==> config.mk <==
export PLATFORM = sky130hd
export DESIGN_NAME = apms_sequencer
export DESIGN_NICKNAME = d
export VERILOG_FILES = /design/src/apms_pkg.sv /design/src/apms_interval_timer.sv /design/src/apms_edge_det.sv /design/src/apms_sequencer.sv
export SDC_FILE = /design/constraint.sdc
export NUM_CORES = 1
export LEC_CHECK = 0
export ABC_AREA = 1
export ABC_CLOCK_PERIOD_IN_PS = 4700
export BUFFER_PORTS_ARGS = -buffer_cell sky130_fd_sc_hd__buf_2
export CAP_MARGIN = 20
export CORE_MARGIN = 3
export CORE_UTILIZATION = 63
export CTS_CLUSTER_SIZE = 10
export DETAILED_ROUTE_END_ITERATION = 10
export PLACE_DENSITY = 0.85
export SLEW_MARGIN = 10
export SYNTH_ARGS = -nofsm -noshare
export SYNTH_HDL_FRONTEND = slang
export SYNTH_HIERARCHICAL = 1
export SYNTH_SLANG_ARGS = --single-unit
==> constraint.sdc <==
create_clock -name ref_clk -period 4.7 [get_ports ref_clk]
set_input_delay 0.235 -clock ref_clk [delete_from_list [all_inputs] [get_ports ref_clk]]
set_output_delay 0.235 -clock ref_clk [all_outputs]
set_load 0.05 [all_outputs]
==> src/apms_pkg.sv <==
/*
 * Shared constants and types for the amplifier power-mode sequencer.
 * Assumes a single 100 MHz control clock and an 8-bit register port.
 */
package apms_pkg;

    // Channel enable and shutdown control register
    localparam logic [7:0] CTRL_ADDR    = 8'h01;
    localparam int         LEFT_EN_BIT  = 7;
    localparam int         RIGHT_EN_BIT = 6;
    localparam int         SOFT_SD_BIT  = 5;
    localparam logic [7:0] CTRL_RST     = 8'hc0;  // Both speakers on, active mode
    localparam logic [7:0] CTRL_WMASK   = 8'he0;  // Only the three control bits store
    localparam logic [7:0] RDATA_NONE   = 8'h00;

    // Timing
    localparam int CLK_PERIOD_NS   = 10;
    localparam int NS_PER_MS       = 1000000;
    localparam int STARTUP_TIME_MS = 5;
    localparam int TIMER_W         = 20;

    // Gain code
    localparam int              GAIN_W    = 5;
    localparam logic [GAIN_W-1:0] GAIN_RST  = 5'h00;
    localparam logic [GAIN_W-1:0] GAIN_MIN  = 5'h00;
    localparam logic [GAIN_W-1:0] GAIN_MAX  = 5'h1f;
    localparam logic [GAIN_W-1:0] GAIN_STEP = 5'h01;

    // Power sequence states
    typedef enum logic [1:0] {
        ST_DOWN,
        ST_WARMUP,
        ST_RUN
    } apms_state_t;

endpackage

==> src/apms_interval_timer.sv <==
/*
 * Down-counting interval timer: load a count, done once it reaches zero.
 * Assumes clear and load are synchronous to ref_clk; clear wins over load.
 */
module apms_interval_timer
    import apms_pkg::*;
(
    input  wire logic               ref_clk,
    input  wire logic               rst_n,
    input  wire logic               clear,
    input  wire logic               load,
    input  wire logic [TIMER_W-1:0] load_val,
    output logic                    done
);

    logic [TIMER_W-1:0] count_q;

    // Count down to zero and stop there
    always_ff @(posedge ref_clk or negedge rst_n) begin
        if (!rst_n) begin
            count_q <= '0;
        end else if (clear) begin
            count_q <= '0;
        end else if (load) begin
            count_q <= load_val;
        end else if (count_q != '0) begin
            count_q <= count_q - TIMER_W'(1);
        end
    end

    assign done = (count_q == '0);

endmodule

==> src/apms_edge_det.sv <==
/*
 * Rise and fall detector for a group of internal levels.
 * Assumes the input is already synchronous to ref_clk.
 */
module apms_edge_det #(
    parameter int             W       = 1,
    parameter logic [W-1:0]   RST_VAL = '0
) (
    input  wire logic         ref_clk,
    input  wire logic         rst_n,
    input  wire logic [W-1:0] sig,
    output logic      [W-1:0] rise,
    output logic      [W-1:0] fall
);

    logic [W-1:0] prev_q;

    // Previous value, starts at the level's own reset value
    always_ff @(posedge ref_clk or negedge rst_n) begin
        if (!rst_n) begin
            prev_q <= RST_VAL;
        end else begin
            prev_q <= sig;
        end
    end

    // One-cycle pulses on change
    assign rise = sig & ~prev_q;
    assign fall = ~sig & prev_q;

endmodule

==> src/apms_sequencer.sv <==
/*
 * Power-mode, shutdown and start-up gain sequencer of a stereo amplifier.
 * Holds the channel enable / shutdown control register, times the output
 * stage enable after the shutdown pin rises, and steers the start-up and
 * ramped gain. Assumes the serial bus front end delivers one-cycle register
 * strobes, and that the gain-control detector supplies a noise gate level
 * and up/down requests, all synchronous to ref_clk.
 */
// Notes on behaviour
// - Pin high powers register port and control
// - Leaving pin shutdown starts with soft shutdown clear
// - Output stage enabled five ms after pin
// - Hardware start loads default fixed gain immediately
// - After hardware start, loop waits for gate
// - Soft shutdown release loads latest fixed gain
// - Fixed gain changes ramp at attack/release rate
// - Both speakers off, active: gain held fixed
// - Speaker enable rising restarts at fixed gain
// - Register defaults allow playback without configuration
// - Speaker enables off only disable speaker drivers
// - Soft shutdown bit disables the amplifier
// - Pin low powers down, restores register defaults
// - No loop-requested gain change while below noise gate
// - Decreases spaced by attack, increases by release
module apms_sequencer
    import apms_pkg::*;
#(
    parameter int STARTUP_CYCLES = STARTUP_TIME_MS * (NS_PER_MS / CLK_PERIOD_NS)
) (
    input  wire logic               ref_clk,
    input  wire logic               rst_n,
    input  wire logic               shutdown_pin_n,
    input  wire logic               reg_wr_en,
    input  wire logic               reg_rd_en,
    input  wire logic [7:0]         reg_addr,
    input  wire logic [7:0]         reg_wdata,
    output logic      [7:0]         reg_rdata,
    input  wire logic [GAIN_W-1:0]  fixed_gain,
    input  wire logic               agc_enable,
    input  wire logic               above_gate,
    input  wire logic               loop_up_req,
    input  wire logic               loop_down_req,
    input  wire logic [TIMER_W-1:0] attack_cycles,
    input  wire logic [TIMER_W-1:0] release_cycles,
    output logic                    ctrl_powered,
    output logic                    output_stage_en,
    output logic                    left_speaker_on,
    output logic                    right_speaker_on,
    output logic      [GAIN_W-1:0]  gain_out
);

    apms_state_t        state_q;
    logic [7:0]         ctrl_q;
    logic [7:0]         rdata_q;
    logic [GAIN_W-1:0]  gain_q;
    logic [GAIN_W-1:0]  fixed_q;
    logic               soft_shutdown;
    logic               left_channel_enable;
    logic               right_channel_enable;
    logic               pin_start;
    logic               warm_done;
    logic               att_done;
    logic               rel_done;
    logic               sws_fall;
    logic [1:0]         spk_rise;
    logic               restart;
    logic               both_off;
    logic               play;
    logic               want_track;
    logic               track_up;
    logic               track_step;
    logic               step_up;
    logic               step_down;
    logic               gain_change;
    logic               force_fixed;

    // Control register fields
    assign soft_shutdown        = ctrl_q[SOFT_SD_BIT];
    assign left_channel_enable  = ctrl_q[LEFT_EN_BIT];
    assign right_channel_enable = ctrl_q[RIGHT_EN_BIT];

    // Pin seen high while still powered down
    assign pin_start = (state_q == ST_DOWN) && shutdown_pin_n;

    // Power sequence: down, warm-up delay, running
    always_ff @(posedge ref_clk or negedge rst_n) begin
        if (!rst_n) begin
            state_q <= ST_DOWN;
        end else if (!shutdown_pin_n) begin
            state_q <= ST_DOWN;
        end else begin
            unique case (state_q)
                ST_DOWN: begin
                    state_q <= ST_WARMUP;
                end
                ST_WARMUP: begin
                    if (warm_done) begin
                        state_q <= ST_RUN;
                    end
                end
                ST_RUN: begin
                    state_q <= ST_RUN;
                end
            endcase
        end
    end

    // Output stage enable delay, restarted by a low pin
    apms_interval_timer u_startup_timer (
        .ref_clk  (ref_clk),
        .rst_n    (rst_n),
        .clear    (!shutdown_pin_n),
        .load     (pin_start),
        .load_val (TIMER_W'(STARTUP_CYCLES - 1)),
        .done     (warm_done)
    );

    // Control register; writable only while the port is powered
    always_ff @(posedge ref_clk or negedge rst_n) begin
        if (!rst_n) begin
            ctrl_q <= CTRL_RST;
        end else if (!shutdown_pin_n) begin
            ctrl_q <= CTRL_RST;
        end else if (reg_wr_en && (reg_addr == CTRL_ADDR) && (state_q != ST_DOWN)) begin
            ctrl_q <= reg_wdata & CTRL_WMASK;
        end
    end

    // Registered read data, zero for other addresses
    always_ff @(posedge ref_clk or negedge rst_n) begin
        if (!rst_n) begin
            rdata_q <= RDATA_NONE;
        end else if (reg_rd_en) begin
            if ((reg_addr == CTRL_ADDR) && (state_q != ST_DOWN)) begin
                rdata_q <= ctrl_q;
            end else begin
                rdata_q <= RDATA_NONE;
            end
        end
    end

    assign reg_rdata = rdata_q;

    // Transitions that restart at fixed gain
    apms_edge_det #(
        .W       (1),
        .RST_VAL (1'b0)
    ) u_sws_edge (
        .ref_clk (ref_clk),
        .rst_n   (rst_n),
        .sig     (soft_shutdown),
        .rise    (),
        .fall    (sws_fall)
    );

    apms_edge_det #(
        .W       (2),
        .RST_VAL (2'b11)
    ) u_spk_edge (
        .ref_clk (ref_clk),
        .rst_n   (rst_n),
        .sig     ({left_channel_enable, right_channel_enable}),
        .rise    (spk_rise),
        .fall    ()
    );

    // Host keeps each sequence whole, so a restart never meets a new shutdown
    assign restart  = pin_start || sws_fall || (|spk_rise);
    assign both_off = !left_channel_enable && !right_channel_enable;
    assign play     = (state_q == ST_RUN) && !soft_shutdown;

    // Drive enables; all other control stays up with speakers off
    assign ctrl_powered     = (state_q != ST_DOWN);
    assign output_stage_en  = play;
    assign left_speaker_on  = play && left_channel_enable;
    assign right_speaker_on = play && right_channel_enable;

    // Gain step decisions, each direction paced by its own timer
    assign want_track  = (fixed_q != fixed_gain);
    assign track_up    = (fixed_gain > fixed_q);
    assign force_fixed = (state_q == ST_DOWN) || restart || (both_off && !soft_shutdown) || !agc_enable;

    always_comb begin
        track_step = 1'b0;
        step_up    = 1'b0;
        step_down  = 1'b0;
        if (play && !force_fixed) begin
            if (want_track) begin
                track_step = track_up ? rel_done : att_done;
                step_up    = track_up && rel_done;
                step_down  = !track_up && att_done;
            end else if (above_gate) begin
                step_down = loop_down_req && att_done;
                step_up   = !loop_down_req && loop_up_req && rel_done;
            end
        end
    end

    assign gain_change = step_up || step_down;

    // Amplifier gain and the fixed gain it currently tracks
    always_ff @(posedge ref_clk or negedge rst_n) begin
        if (!rst_n) begin
            gain_q  <= GAIN_RST;
            fixed_q <= GAIN_RST;
        end else if (force_fixed) begin
            gain_q  <= fixed_gain;
            fixed_q <= fixed_gain;
        end else begin
            if (step_up && (gain_q != GAIN_MAX)) begin
                gain_q <= gain_q + GAIN_STEP;
            end else if (step_down && (gain_q != GAIN_MIN)) begin
                gain_q <= gain_q - GAIN_STEP;
            end
            if (track_step) begin
                fixed_q <= track_up ? (fixed_q + GAIN_STEP) : (fixed_q - GAIN_STEP);
            end
        end
    end

    assign gain_out = gain_q;

    // Attack and release spacing, both restarted by every gain change
    apms_interval_timer u_attack_timer (
        .ref_clk  (ref_clk),
        .rst_n    (rst_n),
        .clear    (force_fixed),
        .load     (gain_change),
        .load_val (attack_cycles),
        .done     (att_done)
    );

    apms_interval_timer u_release_timer (
        .ref_clk  (ref_clk),
        .rst_n    (rst_n),
        .clear    (force_fixed),
        .load     (gain_change),
        .load_val (release_cycles),
        .done     (rel_done)
    );

    // Helper counters for the checks below
    logic [TIMER_W-1:0] warm_cnt_q;
    logic [TIMER_W-1:0] gap_q;
    logic               gapv_q;

    always_ff @(posedge ref_clk or negedge rst_n) begin
        if (!rst_n) begin
            warm_cnt_q <= '0;
        end else if (state_q == ST_WARMUP) begin
            warm_cnt_q <= warm_cnt_q + TIMER_W'(1);
        end else begin
            warm_cnt_q <= '0;
        end
    end

    // Cycles since the last paced gain change
    always_ff @(posedge ref_clk or negedge rst_n) begin
        if (!rst_n) begin
            gap_q  <= '0;
            gapv_q <= 1'b0;
        end else if (force_fixed) begin
            gap_q  <= '0;
            gapv_q <= 1'b0;
        end else if (gain_change) begin
            gap_q  <= '0;
            gapv_q <= 1'b1;
        end else if (gap_q != '1) begin
            gap_q  <= gap_q + TIMER_W'(1);
        end
    end
endmodule

# Word-level counts from Yosys, hierarchy flattened
# Cells that the tools add are included.
# word_totals
inputBits	70
out_inout_bits	17
register_bits	91
# op_classes
eq_ne	8
muxes	30
reduce_logical	44
n_lt_le_gt_ge	1
n_bitwise	4
n_addsub	7
# op_table
cell	n
$mux W20	9
$logic_not A20 Y1	3
$reduce_bool A20 Y1	3
$sub A20 B1 Y20 const B	3
$mux W5	6
$mux W8	3
$logic_and A1 B1 Y1	17
$add A5 B1 Y5 const B	2
$sub A5 B1 Y5 const B	2
$mux W1	9
$reduce_bool A3 Y1	3
$eq A8 B1 Y1 const B	1
$logic_not A1 Y1	7
$logic_or A1 B1 Y1	6
$pmux W2 S3	1
$gt A5 B5 Y1	1
$ne A5 B5 Y1	1
$ne A5 B5 Y1 const B	1
$reduce_bool A5 Y1	1
$mux W2	2
$reduce_bool A2 Y1	2
$ne A3 B1 Y1 const B	1
$ne A3 B2 Y1 const B	1
$and A2 B2 Y2	1
8 further kinds	8

# Depth between registers and ports, before layout
# depth
depth_word	14
ltp_mapped	22

# Modules after synthesis
# The synthesis kept the hierarchy.
# modules_own_cells
mod	cells_each	n_inst	seq_area_each_um2	area_per_inst_um2
apms_interval_timer	217	3	500.5	1472.7
apms_sequencer	215	1	452.9	1701.6
apms_edge_det (u_spk_edge)	10	1	52.6	82.6
apms_edge_det (u_sws_edge)	5	1	25.0	40.0

# Least setup slack after synthesis
# OpenSTA, ideal clock, no wires.
# synth_timing
kind	register to register
start	reg state_q[0]
end	reg gain_q[4], in the netlist gain_out[4]
n_path_buf	0
arrival_time_ns	2.519
t_required_ns	4.583
stages_incl_launch_ff	17
synth_period_minus_slack_ns	2.636
setup_slack_ns	2.064
setup_time_ns	0.117
cell_sequence	dfrtp_1 > inv_1 > ha_1 > inv_1 > nor2_2 > nand4_4 > nor2_4 > nand3_4 > ha_1 > a21oi_1 > nand3_1 > nand2_1 > nand4_1 > nand3_1 > nand2_1 > nand2_2 > nand2_2
# synth_between
word_cells_on_any_way	18
# synth_rtl
item	line	rtl
from (decl)	apms_sequencer.sv:52	apms_state_t state_q;
from (signal assigned)	apms_sequencer.sv:88	state_q <= ST_DOWN;
from (signal assigned)	apms_sequencer.sv:90	state_q <= ST_DOWN;
from (signal assigned)	apms_sequencer.sv:94	state_q <= ST_WARMUP;
$eq A2 B2 Y1 (*)	apms_sequencer.sv:170	assign play = (state_q == ST_RUN) && !soft_shutdown;
$logic_and A1 B1 Y1 (*)	apms_sequencer.sv:170	
net output_stage_en	apms_sequencer.sv:46	output logic output_stage_en,
$logic_and A1 B1 Y1 (*)	apms_sequencer.sv:187	if (play && !force_fixed) begin
$mux W1	apms_sequencer.sv:187	
$logic_and A1 B1 Y1	apms_sequencer.sv:210	if (step_up && (gain_q != GAIN_MAX)) begin
$mux W5	apms_sequencer.sv:210	
$mux W5	apms_sequencer.sv:206	end else if (force_fixed) begin
to (signal assigned)	apms_sequencer.sv:207	gain_q <= fixed_gain;
to (signal assigned)	apms_sequencer.sv:211	gain_q <= gain_q + GAIN_STEP;
to (signal assigned)	apms_sequencer.sv:213	gain_q <= gain_q - GAIN_STEP;
to (decl)	apms_sequencer.sv:55	logic [GAIN_W-1:0] gain_q;
# Mark *: on every way through the listed nets, which the timed path passes. The rest lies on a longest branch.
# A chain may end at the register's enable or synchronous reset.

# Worst setup path in the final report
# layout_timing
start	reg u_attack_timer.count_q[0]
end	reg u_release_timer.count_q[17]
# layout_between
elab_chain_cells	8
word_cells_on_any_way	10
# layout_lines
item	line	rtl
from (decl)	apms_interval_timer.sv:16	logic [TIMER_W-1:0] count_q;
from (signal assigned)	apms_interval_timer.sv:25	count_q <= load_val;
from (signal assigned)	apms_interval_timer.sv:27	count_q <= count_q - TIMER_W'(1);
$logic_not A20 Y1 (*)	apms_interval_timer.sv:31	assign done = (count_q == '0);
net att_done	apms_sequencer.sv:62	logic att_done;
$logic_and A1 B1 Y1	apms_sequencer.sv:193	step_down = loop_down_req && att_done;
$mux W1	apms_sequencer.sv:192	end else if (above_gate) begin
$mux W1 (*)	apms_sequencer.sv:188	if (want_track) begin
$mux W1 (*)	apms_sequencer.sv:187	
$logic_or A1 B1 Y1 (*)	apms_sequencer.sv:199	assign gain_change = step_up || step_down;
net gain_change	apms_sequencer.sv:74	logic gain_change;
$mux W20	apms_interval_timer.sv:24	end else if (load) begin
$mux W20	apms_interval_timer.sv:22	end else if (clear) begin
to (signal assigned)	apms_interval_timer.sv:25	
to (signal assigned)	apms_interval_timer.sv:27	
to (decl)	apms_interval_timer.sv:16	
# Marked as above.

==> summary.md <==
| Metric | Value |
|---|---|
| FP Rows | `35` |
| Setup total negative slack | `0 ns` |
| Final layout net count | `1058` |
| Placed Cells | `1082` |
| Io pins | `87` |
| Core footprint | `0.00942 mm2` |
| Sequential Area | `0.00203 mm2` |
| Most common cell after layout, fill and taps aside | `nand2_1` |
| P_int | `2.16 mW` |
| First-pass GRT wire length | `23900 um` |
| H-tree levels | `3` |
| Die Height | `105 um` |
| Fillers | `764` |
| Element type at the critical path end | `flip-flop` |
| Maximum VDD drop | `0.323 mV` |
| Clk pin slew, worst setup/hold paths | `0.09 ns` |
| Setup crit start kind | `flip-flop` |
| Gpl congestion | `0.905` |
| Critical path cell sequence | `inv_1 > ha_1 > nand3_1 > nor2_1 > and3_2 > nand3_1 > a21oi_2 > a22o_2 > inv_1 > or2_2 > nand3_1 > nor2_1` |
| Antenna-violating nets left | `0` |
| Clk_lat worst skew | `0.36 ns` |
| Minimum clock period | `3.38 ns` |
| Layout cells sized above 1 | `23.5%` |
| Comb power frac | `63.1%` |
| CP max stage delay | `0.53 ns` |
| Post-route insts no fill | `1100` |
| Yosys warns | `6` |
| Worst-Margin Slew | `0.771 ns` |
| Clk sinks | `81` |
| Number of vias per cell | `5.21` |
| Most frequent cells in the layout | `nand2_1, nor2_1, inv_1, dfrtp_1, buf_2` |
| Tcrit/Tclk final | `72.0%` |
| Final Hold Vio Count | `0` |
| Slowest CP cell | `a22o_2` |
| Number of diodes | `0` |
| Cell family with most CP delay | `simple AND/OR/NAND/NOR gates` |
| Initial Util | `66.1%` |
| Clock Skew | `0.00849 ns` |
| 1st-pass router iterations | `5` |
| Routed len/inst | `12.5 um` |
| Die Wd | `105 um` |
| Fmax | `296 MHz` |
| Sw Pwr | `2.26 mW` |
| Vias in the first global route | `5361` |
| Cell Pwr Density | `632 mW/mm2` |
| Worst R2R Setup Slack | `1.32 ns` |
| Clk network pwr share | `13.2%` |
| Fin. max-slew vios | `0` |
| Pleak | `3.69 nW` |
| DP Area | `0.00674 mm2` |
| WL final | `13700 um` |
| Area growth from synthesis to layout | `12.5%` |
| Full die area | `0.0111 mm2` |
| CTS root buf | `clkbuf_8` |
| Design area | `0.00700 mm2` |
| Sw Share | `51.1%` |
| Max Cap Viol | `0` |
| Final hold slack | `0.104 ns` |
| IO Port Bufs | `76` |
| Setup repair after global routing missed its margin | `no` |
| Multi-input gate area | `0.00378 mm2` |
| Buf/Inv on CP | `2` |
| GR Util All Layers | `25.8%` |
| Relative slew slack | `48.6%` |
| Syn Inst Count | `875` |
| Vias | `5729` |
| DRC Markers | `0` |
| CP max FO | `29` |
| Status | `finished, final reports clean` |
| Worst Path Class, Setup | `flip-flop to flip-flop` |
| Util after Layout | `74.3%` |
| DP HPWL | `10000 um` |
| Final setup viols | `0` |
| Antenna violations before repair | `0` |
| Clock buffer depth | `2` |
| Tightest Hold Check Type | `primary input to flip-flop` |
| Worst Path Arrival | `3.65 ns` |
| DR iter-0 viols | `332` |
| Synth Area per Inst | `7.11 um2` |
| Total gr overflow | `0` |
| CTS tree | `yes` |
| Total CTS buffers | `9` |
| Synthesized area | `0.00622 mm2` |
| Worst path required time | `4.96 ns` |
| CP most frequent cell | `nand3_1` |
| Sequential share of power | `23.8%` |
| Largest net degree at the start of global routing | `82` |
power by group through the flow:
| stage | combinational (mW) | clock, mW | sequential (mW) |
|---|---|---|---|
| 3_3_place_gp | 2.68 | 0 | 1.05 |
| 5_1_grt | 3.18 | 0.622 | 1.07 |
| 6_report | 2.79 | 0.583 | 1.05 |
| 3_5_place_dp | 2.74 | 0 | 1.06 |
| 4_1_cts | 2.77 | 0.596 | 1.05 |
| 2_1_floorplan | 2.24 | 0 | 1.06 |
what timing repair did:
item	4_1_cts	5_1_grt
endpoints found under the hold margin	0	37
gates resized for setup	0	0
setup buffers	0	0
hold buffers	0	1
tightest hold or removal path, cell delays in order:
cell and delay, ns:
buf_2 0.09, nand2_1 0.05, a21oi_1 0.05
final cells by class:
class | instances | area share, %
clock buffers | 10 | 1.97
inverters | 99 | 5.44
clock inverters | 6 | 1.29
well taps | 129 | 2.31
multi-input cells | 697 | 54.1
flip-flops and latches | 81 | 29.0
repair buffers | 78 | 5.90
path summary, 6_finish.rpt:
path	cells after the start	to	startpoint
setup / recovery	12	u_release_timer/count_q[17]$_DFFE_PN0P_	u_attack_timer/count_q[0]$_DFFE_PN0P_
hold / removal	3	u_attack_timer/count_q[3]$_DFFE_PN0P_	attack_cycles[3]
setup reg to reg	12	u_release_timer/count_q[17]$_DFFE_PN0P_	u_attack_timer/count_q[0]$_DFFE_PN0P_
hold reg to reg	0	u_spk_edge/prev_q[1]$_DFF_PN1_	ctrl_q[7]$_DFFE_PN1P_
max in group asynchronous	3	u_spk_edge/prev_q[1]$_DFF_PN1_	rst_n
min in group asynchronous	2	reg_rdata[6]$_DFFE_PN0P_	rst_n
state kept, by name, summed over array words and instances (netlist names):
name / count
fixed_q: 5
u_attack_timer/count_q: 20
gain_out: 5
u_release_timer/count_q: 20
state_q: 2
reg_rdata: 3
u_spk_edge/prev_q: 2
u_startup_timer/count_q: 20
u_sws_edge/prev_q: 1
ctrl_q: 3
metrics by stage:
step	setup slack, ns	power, mW
finish	1.32	4.42
global route	0.984	4.87
CTS	1.34	4.42
detailed placement	1.36	3.80
global placement	1.43	3.74
floorplan	2.06	3.30
routing by layer:
| metal | routed length [um] | GRT usage [%] |
|---|---|---|
| met3 | 592 | 4.29 |
| met5 | 0 | 0 |
| met4 | 204 | 8.15 |
| met1 | 6360 | 34.8 |
| met2 | 6580 | 42.4 |
No activity file was read; power rests on OpenSTA's default activity.
